$ cat src/verilog/fspc_pkg.sv
// constants and carriers of the flash self-programming controller
//=========================================
package fspc_pkg;
  localparam int PTR_W = 16;
  localparam int DATA_W = 8;
  localparam int WORD_W = 16;
  localparam int WORD_IDX_W = 5;
  localparam int WORD_LSB = 1;
  localparam int PAGE_LSB = WORD_LSB + WORD_IDX_W;
  localparam int PAGE_W = PTR_W - PAGE_LSB;
  localparam int LOCK_W = 6;
  localparam int CMD_W = 5;
  localparam int ADDR_W = 3;
  localparam int ARM_W = 3;
  // register offsets
  localparam logic [ADDR_W-1:0] OFS_CTRL = 3'h0;
  localparam logic [ADDR_W-1:0] OFS_PTR_LO = 3'h1;
  localparam logic [ADDR_W-1:0] OFS_PTR_HI = 3'h2;
  localparam logic [ADDR_W-1:0] OFS_DATA_LO = 3'h3;
  localparam logic [ADDR_W-1:0] OFS_DATA_HI = 3'h4;
  // control register fields
  localparam int BIT_ENABLE = 0;
  localparam int BIT_BUSY = 6;
  localparam int BIT_IRQ_EN = 7;
  // command codes in the low five bits
  localparam logic [CMD_W-1:0] CMD_LOAD = 5'h01;
  localparam logic [CMD_W-1:0] CMD_ERASE = 5'h03;
  localparam logic [CMD_W-1:0] CMD_WRITE = 5'h05;
  localparam logic [CMD_W-1:0] CMD_LOCK = 5'h09;
  localparam logic [CMD_W-1:0] CMD_REENABLE = 5'h11;
  localparam logic [CMD_W-1:0] CMD_IDLE = 5'h00;
  localparam logic [ARM_W-1:0] SPM_WINDOW = 3'h4;
  // timing
  localparam int CLK_PERIOD_NS = 40;
  localparam int PROG_MIN_NS = 3200000;
  localparam int PROG_CYCLES = (PROG_MIN_NS + CLK_PERIOD_NS - 1) / CLK_PERIOD_NS;
  localparam logic [PTR_W-1:0] APP_RESET_ADDR = 16'h0000;
  localparam logic [1:0] FUSE_SETTLE = 2'h2;
  localparam logic [LOCK_W-1:0] LOCK_NONE = 6'h3f;

  typedef enum logic [3:0] {
    FSPC_IDLE = 4'b0001,
    FSPC_ARMED = 4'b0010,
    FSPC_PROG = 4'b0100,
    FSPC_DONE = 4'b1000
  } fspc_state_t;

  typedef struct packed {
    logic erase;
    logic write;
    logic lock;
    logic [PAGE_W-1:0] page;
    logic [LOCK_W-1:0] lockBits;
  } fspc_flash_cmd_t;
endpackage

$ cat src/verilog/fspc_op_timer.sv
// programming duration timer
module fspc_op_timer #(
  parameter int CYCLES = 80000
) (
  // clock and reset
  input wire logic clk,
  input wire logic reset,
  // control
  input wire logic start,
  output logic busy,
  output logic done
);
  localparam int CNT_W = $clog2(CYCLES + 1);
  localparam logic [CNT_W-1:0] LAST = CNT_W'(CYCLES - 1);
  localparam logic [CNT_W-1:0] ONE = CNT_W'(1);

  initial begin
    if (CYCLES < 2) $error("fspc_op_timer: CYCLES must be at least 2");
  end

  logic [CNT_W-1:0] count;

  always_ff @(posedge clk or posedge reset) begin
    if (reset) begin
      count <= '0;
      busy <= 1'b0;
      done <= 1'b0;
    end else begin
      done <= 1'b0;
      if (start && !busy) begin
        busy <= 1'b1;
        count <= '0;
      end else if (busy) begin
        if (count == LAST) begin
          busy <= 1'b0;
          done <= 1'b1;
        end else begin
          count <= count + ONE;
        end
      end
    end
  end
endmodule

$ cat src/verilog/fspc_page_buffer.sv
// temporary page buffer held in flip-flops
module fspc_page_buffer #(
  parameter int DEPTH = 32,
  parameter int WIDTH = 16
) (
  // clock and reset
  input wire logic clk,
  input wire logic reset,
  // fill side
  input wire logic wrEn,
  input wire logic [$clog2(DEPTH)-1:0] wrIdx,
  input wire logic [WIDTH-1:0] wrData,
  input wire logic clear,
  // drain side
  input wire logic [$clog2(DEPTH)-1:0] rdIdx,
  output logic [WIDTH-1:0] rdData,
  output logic anyLoaded
);
  initial begin
    if (DEPTH < 2 || (DEPTH & (DEPTH - 1)) != 0) $error("fspc_page_buffer: bad DEPTH");
  end

  logic [WIDTH-1:0] mem [DEPTH];
  logic [DEPTH-1:0] loaded;

  // erased words read as all ones, like erased flash
  for (genvar i = 0; i < DEPTH; i++) begin : g_entry
    always_ff @(posedge clk or posedge reset) begin
      if (reset) begin
        mem[i] <= '1;
        loaded[i] <= 1'b0;
      end else if (clear) begin
        mem[i] <= '1;
        loaded[i] <= 1'b0;
      end else if (wrEn && wrIdx == i) begin
        mem[i] <= wrData;
        loaded[i] <= 1'b1;
      end
    end
  end

  always_ff @(posedge clk or posedge reset) begin
    if (reset) begin
      rdData <= '1;
      anyLoaded <= 1'b0;
    end else begin
      rdData <= mem[rdIdx];
      anyLoaded <= |loaded;
    end
  end
endmodule

$ cat src/verilog/fspc_flash_self_prog.sv
// flash self-programming controller top level
module fspc_flash_self_prog
  import fspc_pkg::*;
#(
  parameter int PROG_TIME_CYCLES = fspc_pkg::PROG_CYCLES,
  parameter logic [fspc_pkg::PAGE_W-1:0] NO_READ_WHILE_WRITE_SECTION_START_PAGE = 10'h380,
  parameter logic [fspc_pkg::PTR_W-1:0] BOOT_RESET_ADDR = 16'h1c00
) (
  // clock and reset
  input wire logic clk,
  input wire logic reset,
  // register port
  input wire logic [fspc_pkg::ADDR_W-1:0] regAddr,
  input wire logic [fspc_pkg::DATA_W-1:0] regWdata,
  input wire logic regWrite,
  input wire logic regRead,
  output logic [fspc_pkg::DATA_W-1:0] regRdata,
  // cpu side
  input wire logic spmExec,
  input wire logic lpmReq,
  output logic cpuHalt,
  output logic spmIrq,
  output logic [fspc_pkg::PTR_W-1:0] resetVector,
  // fuse pin and eeprom status
  input wire logic bootResetSelectFuse,
  input wire logic eepromWriteBusy,
  // flash array side
  output fspc_pkg::fspc_flash_cmd_t flashCmd,
  input wire logic [fspc_pkg::WORD_IDX_W-1:0] flashWordIdx,
  output logic [fspc_pkg::WORD_W-1:0] flashWordData,
  output logic [fspc_pkg::PTR_W-2:0] flashReadWord,
  output logic flashReadHighByte,
  output logic rwwReadBlock,
  output logic lockReadBlock
);
  initial begin
    if (PROG_TIME_CYCLES < 2) $error("fspc_flash_self_prog: PROG_TIME_CYCLES too small");
  end

  //=========================================
  // state
  fspc_state_t state;
  logic [CMD_W-1:0] cmd;
  logic irqEnable;
  logic busySectionFlag;
  logic [DATA_W-1:0] ptrLow;
  logic [DATA_W-1:0] ptrHigh;
  logic [DATA_W-1:0] dataLow;
  logic [DATA_W-1:0] dataHigh;
  logic [ARM_W-1:0] armCount;
  logic opIsWrite;
  logic fuseMeta;
  logic fuseSync;
  logic [1:0] fuseSettle;
  logic vectorTaken;

  //=========================================
  // decode
  logic [PTR_W-1:0] pointer;
  logic ctrlWrite;
  logic ctrlAccept;
  logic spmTaken;
  logic startLoad;
  logic startErase;
  logic startWrite;
  logic startLock;
  logic startReenable;
  logic timerStart;
  logic timerBusy;
  logic timerDone;
  logic bufClear;
  logic bufLoaded;
  logic [PAGE_W-1:0] ptrPage;
  logic enableBit;

  assign pointer = {ptrHigh, ptrLow};
  assign ptrPage = pointer[PTR_W-1:PAGE_LSB];
  assign enableBit = cmd[BIT_ENABLE];
  assign ctrlWrite = regWrite && regAddr == OFS_CTRL;
  // no control write is taken while an eeprom write runs or flash is busy
  assign ctrlAccept = ctrlWrite && !eepromWriteBusy && state != FSPC_PROG;

  // store instruction counts only inside the arming window
  assign spmTaken = spmExec && state == FSPC_ARMED && armCount < SPM_WINDOW
    && !eepromWriteBusy;
  assign startLoad = spmTaken && cmd == CMD_LOAD;
  assign startErase = spmTaken && cmd == CMD_ERASE;
  assign startWrite = spmTaken && cmd == CMD_WRITE;
  assign startLock = spmTaken && cmd == CMD_LOCK;
  assign startReenable = spmTaken && cmd == CMD_REENABLE;
  assign timerStart = startErase || startWrite || startLock;

  // buffer empties after a page write, a reenable write, or an eeprom write
  // landing in the middle of loading
  assign bufClear = (timerDone && opIsWrite)
    || (ctrlAccept && regWdata[CMD_W-1:0] == CMD_REENABLE)
    || (eepromWriteBusy && bufLoaded);

  //=========================================
  // submodules
  fspc_op_timer #(
    .CYCLES(PROG_TIME_CYCLES)
  ) u_timer (
    .clk(clk),
    .reset(reset),
    .start(timerStart),
    .busy(timerBusy),
    .done(timerDone)
  );

  fspc_page_buffer #(
    .DEPTH(1 << WORD_IDX_W),
    .WIDTH(WORD_W)
  ) u_buffer (
    .clk(clk),
    .reset(reset),
    .wrEn(startLoad),
    .wrIdx(pointer[PAGE_LSB-1:WORD_LSB]),
    .wrData({dataHigh, dataLow}),
    .clear(bufClear),
    .rdIdx(flashWordIdx),
    .rdData(flashWordData),
    .anyLoaded(bufLoaded)
  );

  //=========================================
  // pointer and data registers
  always_ff @(posedge clk or posedge reset) begin
    if (reset) begin
      ptrLow <= '0;
      ptrHigh <= '0;
      dataLow <= '0;
      dataHigh <= '0;
    end else if (regWrite) begin
      case (regAddr)
        OFS_PTR_LO: ptrLow <= regWdata;
        OFS_PTR_HI: ptrHigh <= regWdata;
        OFS_DATA_LO: dataLow <= regWdata;
        OFS_DATA_HI: dataHigh <= regWdata;
        default: begin
        end
      endcase
    end
  end

  //=========================================
  // command sequencer
  always_ff @(posedge clk or posedge reset) begin
    if (reset) begin
      state <= FSPC_IDLE;
      cmd <= CMD_IDLE;
      armCount <= '0;
    end else begin
      case (state)
        FSPC_IDLE: begin
          if (ctrlAccept && regWdata[BIT_ENABLE]) begin
            state <= FSPC_ARMED;
            cmd <= regWdata[CMD_W-1:0];
            armCount <= '0;
          end
        end
        FSPC_ARMED: begin
          if (ctrlAccept) begin
            cmd <= regWdata[BIT_ENABLE] ? regWdata[CMD_W-1:0] : CMD_IDLE;
            state <= regWdata[BIT_ENABLE] ? FSPC_ARMED : FSPC_IDLE;
            armCount <= '0;
          end else if (timerStart) begin
            state <= FSPC_PROG;
          end else if (spmTaken) begin
            state <= FSPC_DONE;
          end else if (armCount >= SPM_WINDOW - 3'h1) begin
            // no store came in time: drop the armed bits
            state <= FSPC_IDLE;
            cmd <= CMD_IDLE;
          end else begin
            armCount <= armCount + 3'h1;
          end
        end
        FSPC_PROG: begin
          if (timerDone) begin
            state <= FSPC_IDLE;
            cmd <= CMD_IDLE;
          end
        end
        FSPC_DONE: begin
          // load and reenable finish at once
          state <= FSPC_IDLE;
          cmd <= CMD_IDLE;
        end
        default: begin
          state <= FSPC_IDLE;
          cmd <= CMD_IDLE;
        end
      endcase
    end
  end

  //=========================================
  // interrupt enable
  always_ff @(posedge clk or posedge reset) begin
    if (reset) begin
      irqEnable <= 1'b0;
    end else if (ctrlAccept) begin
      irqEnable <= regWdata[BIT_IRQ_EN];
    end
  end

  always_ff @(posedge clk or posedge reset) begin
    if (reset) begin
      spmIrq <= 1'b0;
    end else begin
      spmIrq <= irqEnable && !enableBit;
    end
  end

  //=========================================
  // latched target and busy section flag
  always_ff @(posedge clk or posedge reset) begin
    if (reset) begin
      opIsWrite <= 1'b0;
    end else if (startErase || startWrite) begin
      opIsWrite <= startWrite;
    end else if (startLock) begin
      opIsWrite <= 1'b0;
    end
  end

  // set on any erase or write, held until the reenable command runs
  always_ff @(posedge clk or posedge reset) begin
    if (reset) begin
      busySectionFlag <= 1'b0;
    end else if (startErase || startWrite) begin
      busySectionFlag <= 1'b1;
    end else if (startReenable && !timerBusy) begin
      busySectionFlag <= 1'b0;
    end
  end

  always_ff @(posedge clk or posedge reset) begin
    if (reset) begin
      rwwReadBlock <= 1'b0;
    end else begin
      rwwReadBlock <= busySectionFlag || startErase || startWrite;
    end
  end

  //=========================================
  // cpu halt for the no-read-while-write section
  always_ff @(posedge clk or posedge reset) begin
    if (reset) begin
      cpuHalt <= 1'b0;
    end else if ((startErase || startWrite) && ptrPage >= NO_READ_WHILE_WRITE_SECTION_START_PAGE) begin
      cpuHalt <= 1'b1;
    end else if (timerDone || !timerBusy) begin
      cpuHalt <= 1'b0;
    end
  end

  //=========================================
  // flash array commands
  always_ff @(posedge clk or posedge reset) begin
    if (reset) begin
      flashCmd <= '{erase: 1'b0, write: 1'b0, lock: 1'b0, page: '0, lockBits: LOCK_NONE};
    end else begin
      flashCmd.erase <= startErase || (flashCmd.erase && !timerDone);
      flashCmd.write <= startWrite || (flashCmd.write && !timerDone);
      flashCmd.lock <= startLock || (flashCmd.lock && !timerDone);
      if (startErase || startWrite) begin
        flashCmd.page <= ptrPage;
      end
      if (startLock) begin
        // a zero bit in the data byte programs that lock bit
        flashCmd.lockBits <= dataLow[LOCK_W-1:0];
      end
    end
  end

  //=========================================
  // program read addressing
  always_ff @(posedge clk or posedge reset) begin
    if (reset) begin
      flashReadWord <= '0;
      flashReadHighByte <= 1'b0;
    end else if (lpmReq) begin
      flashReadWord <= pointer[PTR_W-1:WORD_LSB];
      flashReadHighByte <= pointer[0];
    end
  end

  always_ff @(posedge clk or posedge reset) begin
    if (reset) begin
      lockReadBlock <= 1'b0;
    end else begin
      lockReadBlock <= eepromWriteBusy;
    end
  end

  //=========================================
  // boot fuse sampling, read only to the cpu
  always_ff @(posedge clk or posedge reset) begin
    if (reset) begin
      fuseMeta <= 1'b1;
      fuseSync <= 1'b1;
    end else begin
      fuseMeta <= bootResetSelectFuse;
      fuseSync <= fuseMeta;
    end
  end

  always_ff @(posedge clk or posedge reset) begin
    if (reset) begin
      fuseSettle <= '0;
      vectorTaken <= 1'b0;
      resetVector <= APP_RESET_ADDR;
    end else if (!vectorTaken) begin
      if (fuseSettle == FUSE_SETTLE) begin
        vectorTaken <= 1'b1;
        resetVector <= fuseSync ? APP_RESET_ADDR : BOOT_RESET_ADDR;
      end else begin
        fuseSettle <= fuseSettle + 2'h1;
      end
    end
  end

  //=========================================
  // register read port
  always_ff @(posedge clk or posedge reset) begin
    if (reset) begin
      regRdata <= '0;
    end else if (regRead) begin
      case (regAddr)
        OFS_CTRL: begin
          regRdata <= '0;
          regRdata[CMD_W-1:0] <= cmd;
          regRdata[BIT_BUSY] <= busySectionFlag;
          regRdata[BIT_IRQ_EN] <= irqEnable;
        end
        OFS_PTR_LO: regRdata <= ptrLow;
        OFS_PTR_HI: regRdata <= ptrHigh;
        OFS_DATA_LO: regRdata <= dataLow;
        OFS_DATA_HI: regRdata <= dataHigh;
        default: regRdata <= '0;
      endcase
    end else begin
      regRdata <= '0;
    end
  end
endmodule

$ cat config.mk
export PLATFORM = sky130hd
export DESIGN_NAME = fspc_flash_self_prog
export DESIGN_NICKNAME = d
export VERILOG_FILES = /design/src/verilog/fspc_pkg.sv /design/src/verilog/fspc_op_timer.sv /design/src/verilog/fspc_page_buffer.sv /design/src/verilog/fspc_flash_self_prog.sv
export SDC_FILE = /design/constraint.sdc
export NUM_CORES = 2
export LEC_CHECK = 0
export BUFFER_PORTS_ARGS = -buffer_cell sky130_fd_sc_hd__buf_4
export CAP_MARGIN = 30
export CORE_MARGIN = 2
export CORE_UTILIZATION = 56
export DETAILED_ROUTE_END_ITERATION = 10
export GPL_ROUTABILITY_DRIVEN = 1
export PLACE_DENSITY = 0.76
export SYNTH_ARGS = -nofsm -noshare
export SYNTH_HDL_FRONTEND = slang
export SYNTH_SLANG_ARGS = --single-unit
$ cat constraint.sdc
create_clock -name clk -period 17.75 [get_ports clk]
set_input_delay 0 -clock clk [delete_from_list [all_inputs] [get_ports clk]]
set_output_delay 0 -clock clk [all_outputs]
set_load 0.05 [all_outputs]
==> qor.csv <==
metric,value,unit
synth.top_cell.area_share,0.442,
rows,87,
nets,2525,
ys_seq_area_frac,0.554,
die_y,243,um
synth_compound_area_frac,0.124,
clk_latency,0.62,ns
cts_resized,0,
layout-drive-gt1-share,0.403,
drv_slew,0,
clk_pin_slew,0.06,ns
numCtsBuffers,72,
setup_violations,0,
synth_xor_area_frac,0.00219,
ir_drop,0.0927,mV
seqCellArea,0.0177,mm^2
synth_cells,2473,
layout.cells.non_filler,3307,
fin_ws,13.78,ns
hold_viol_final,0,
grt_max_degree,211,
crit_fanout,210,
io_pins,103,
async_flop_share,1.00,
antenna_found_initial,0,
yosys-mux-area-fraction,0.198,
drc,0,
core,0.0564,mm^2
synth_area_leaders,"dfstp_2, dfrtp_1, mux2i_1, a221o_1, mux4_2",
yosys.area_share.simple,0.0800,
cellPowerDensity,102,mW/mm^2
cts.sinks,680,
multi_input_area,0.0131,mm^2
period_needed,3.97,ns
synth_top_family_by_area,multiplexers,
period_share,0.223,
utilization,0.638,
syn2layout_area_growth,12.7,%
grt_overflow,0,
finalWirelength,91.1,mm
die_w,243,um
synth_top_cell_by_area,dfstp_2,
grt_pass1_wl,141,mm
worst_pin_slew,1.13,ns
fmax,252,MHz
first_pass_iters,6,
place_congestion,0.873,
ctsHoldBuffers,23,
yosysWarnings,0,
cts.path.max_buffers,3,
dp_hpwl,54.7,mm
design.die.area,0.0589,mm^2
htreeDepth,3,
initial_core_util,0.566,
track_usage,0.310,
ys_seq_elements,680,
fin_hold_ws,0.0371,ns
synthAdderAreaFrac,0.00157,
io_buffers,89,
startpoint_type,primary input,
post_synth.cell_area_avg,12.9,um^2
nFillCells,4176,
synth_top_flop_cell,dfstp_2,
finalSetupTns,0,ns
setup.worst_path.class,primary input to flop,
grt_setup_unrepaired,no,
drv_cap,0,
leakagePower,15.1,nW
synth_cell_types,63,
worstPathRequired,18.28,ns
tritoncts,done,
antenna_left,0,
relSlewSlack,0.243,
hp-class,primary input to flop,
cp-end-kind,flop,
cts-root-buf,clkbuf_16,
place_ws,13.92,ns
wl_per_cell,27.6,um
vias_per_cell,6.79,
grt_pass1_vias,23200,
netlist_area,0.0319,mm^2
drt_iter0_drc,2801,
worstPathArrival,4.50,ns
finClkSkew,0.0259,ns
vias,22400,
dp.cells,3148,
antennaDiodeCount,0,
synth_edf_count,0,
run_status,"finished, final reports clean",
cts_post_setup_buffers_inserted,0,
-- metal layers --
layer	GRT usage	up-vias	wire (um)
li1	-	9335	-
met1	0.421	11600	36300
met2	0.480	1209	42700
met3	0.0636	263	7360
met4	0.153	0	4750
met5	0	-	0
-- power by group --
group | internal [W] | total, W | switching [W]
clock | 0.000918 | 0.00154 | 0.000627
sequential | 0.00162 | 0.00169 | 0.0000758
combinational | 0.000133 | 0.000437 | 0.000303
total | 0.00267 | 0.00367 | 0.00101
-- cell usage after synthesis (4+ instances only) --
cell / n
mux2i_1: 307
nor4b_1: 4
xor2_1: 6
o311ai_0: 5
o21a_1: 5
nor2_1: 298
a311oi_1: 16
or4b_2: 7
nor2b_1: 6
mux2_2: 63
dfrtp_1: 143
buf_2: 6
nor4_1: 16
ha_1: 4
nand4_1: 16
a221o_1: 256
buf_4: 20
o22a_1: 6
buf_6: 7
inv_1: 45
mux4_2: 113
or2_2: 6
a2bb2oi_1: 6
clkbuf_1: 188
a22oi_1: 17
nand2_1: 25
a211oi_1: 17
dfstp_2: 537
and3_1: 7
a21oi_1: 36
o31ai_1: 6
o22ai_1: 50
and2_1: 71
nand2b_1: 7
nor3_1: 11
buf_1: 35
nand3_1: 32
or3_1: 6
o21ai_0: 28
-- registers in the layout, indices dropped and copies added, names as in the netlist, 15 cells and up --
name	flops
u_buffer.mem	512
u_buffer.loaded	32
flashCmd	19
u_timer.count	17
u_buffer.rdData	16
flashReadWord	15
-- placed cells by master, fill, tap and decap left out, types with 15 or more instances in the layout --
cell type / synthesis / layout
clkbuf_16: 0 / 75
a311oi_1: 16 / 16
dfstp_2: 537 / 537
buf_4: 20 / 152
dfrtp_1: 143 / 143
nand3_1: 32 / 32
a211oi_1: 17 / 17
a221o_1: 256 / 256
dlygate4sd3_1: 0 / 24
clkbuf_8: 0 / 18
clkbuf_1: 188 / 15
a21oi_1: 36 / 36
inv_1: 45 / 44
and2_1: 71 / 67
a22oi_1: 17 / 17
mux2_2: 63 / 63
nand2_1: 25 / 25
mux2i_1: 307 / 307
o21ai_0: 28 / 28
o22ai_1: 50 / 50
nor2_1: 298 / 298
nand4_1: 16 / 16
mux4_2: 113 / 113
-- final cells by class --
| type | count | share of cell area |
|---|---|---|
| clock inverter | 21 | 0.00699 |
| multi-input combinational | 1504 | 0.363 |
| clock buffer | 107 | 0.0602 |
| tap | 756 | 0.0263 |
| sequential | 680 | 0.491 |
| inverter | 45 | 0.00480 |
| timing repair buffer | 194 | 0.0469 |
-- cell families after synthesis --
family / count (synthesis)
fa+ha+maj: 4
simple gates: 532
compound gates: 464
mux: 483
other cells: 1
xor+xnor: 8
buf+inv: 301
flops: 680
-- final timing paths --
path / end / from / slack (ns) / depth (start not counted)
max reg2reg: u_buffer.mem[55] / state[1] / 13.84 / 6
min in group asynchronous: fuseSettle[0] / reset / 0.36 / 4
min reg2reg: fuseSync / fuseMeta / 0.36 / 0
min: fuseMeta / bootResetSelectFuse / 0.04 / 2
max in group asynchronous: dataHigh[6] / reset / 15.11 / 7
max: u_buffer.mem[391] / regWdata[1] / 13.78 / 9
-- per-stage QoR --
| stage | area, um^2 | power, W |
|---|---|---|
| floorplan | 32000 | 0.00198 |
| global placement | 33000 | 0.00211 |
| detailed placement | 33200 | 0.00213 |
| CTS | 35900 | 0.00367 |
| global route | 36000 | 0.00378 |
| finish | 36000 | 0.00367 |
-- worst max-delay path: stages --
cell and delay [ns]:
dlygate4sd3_1 0.53, buf_4 0.15, or4b_2 0.75, o41ai_4 0.25, buf_4 0.68, buf_12 0.57, buf_4 0.80, nor2_1 0.11
mux2i_1 0.19
No activity file was read; power rests on OpenSTA's default activity.
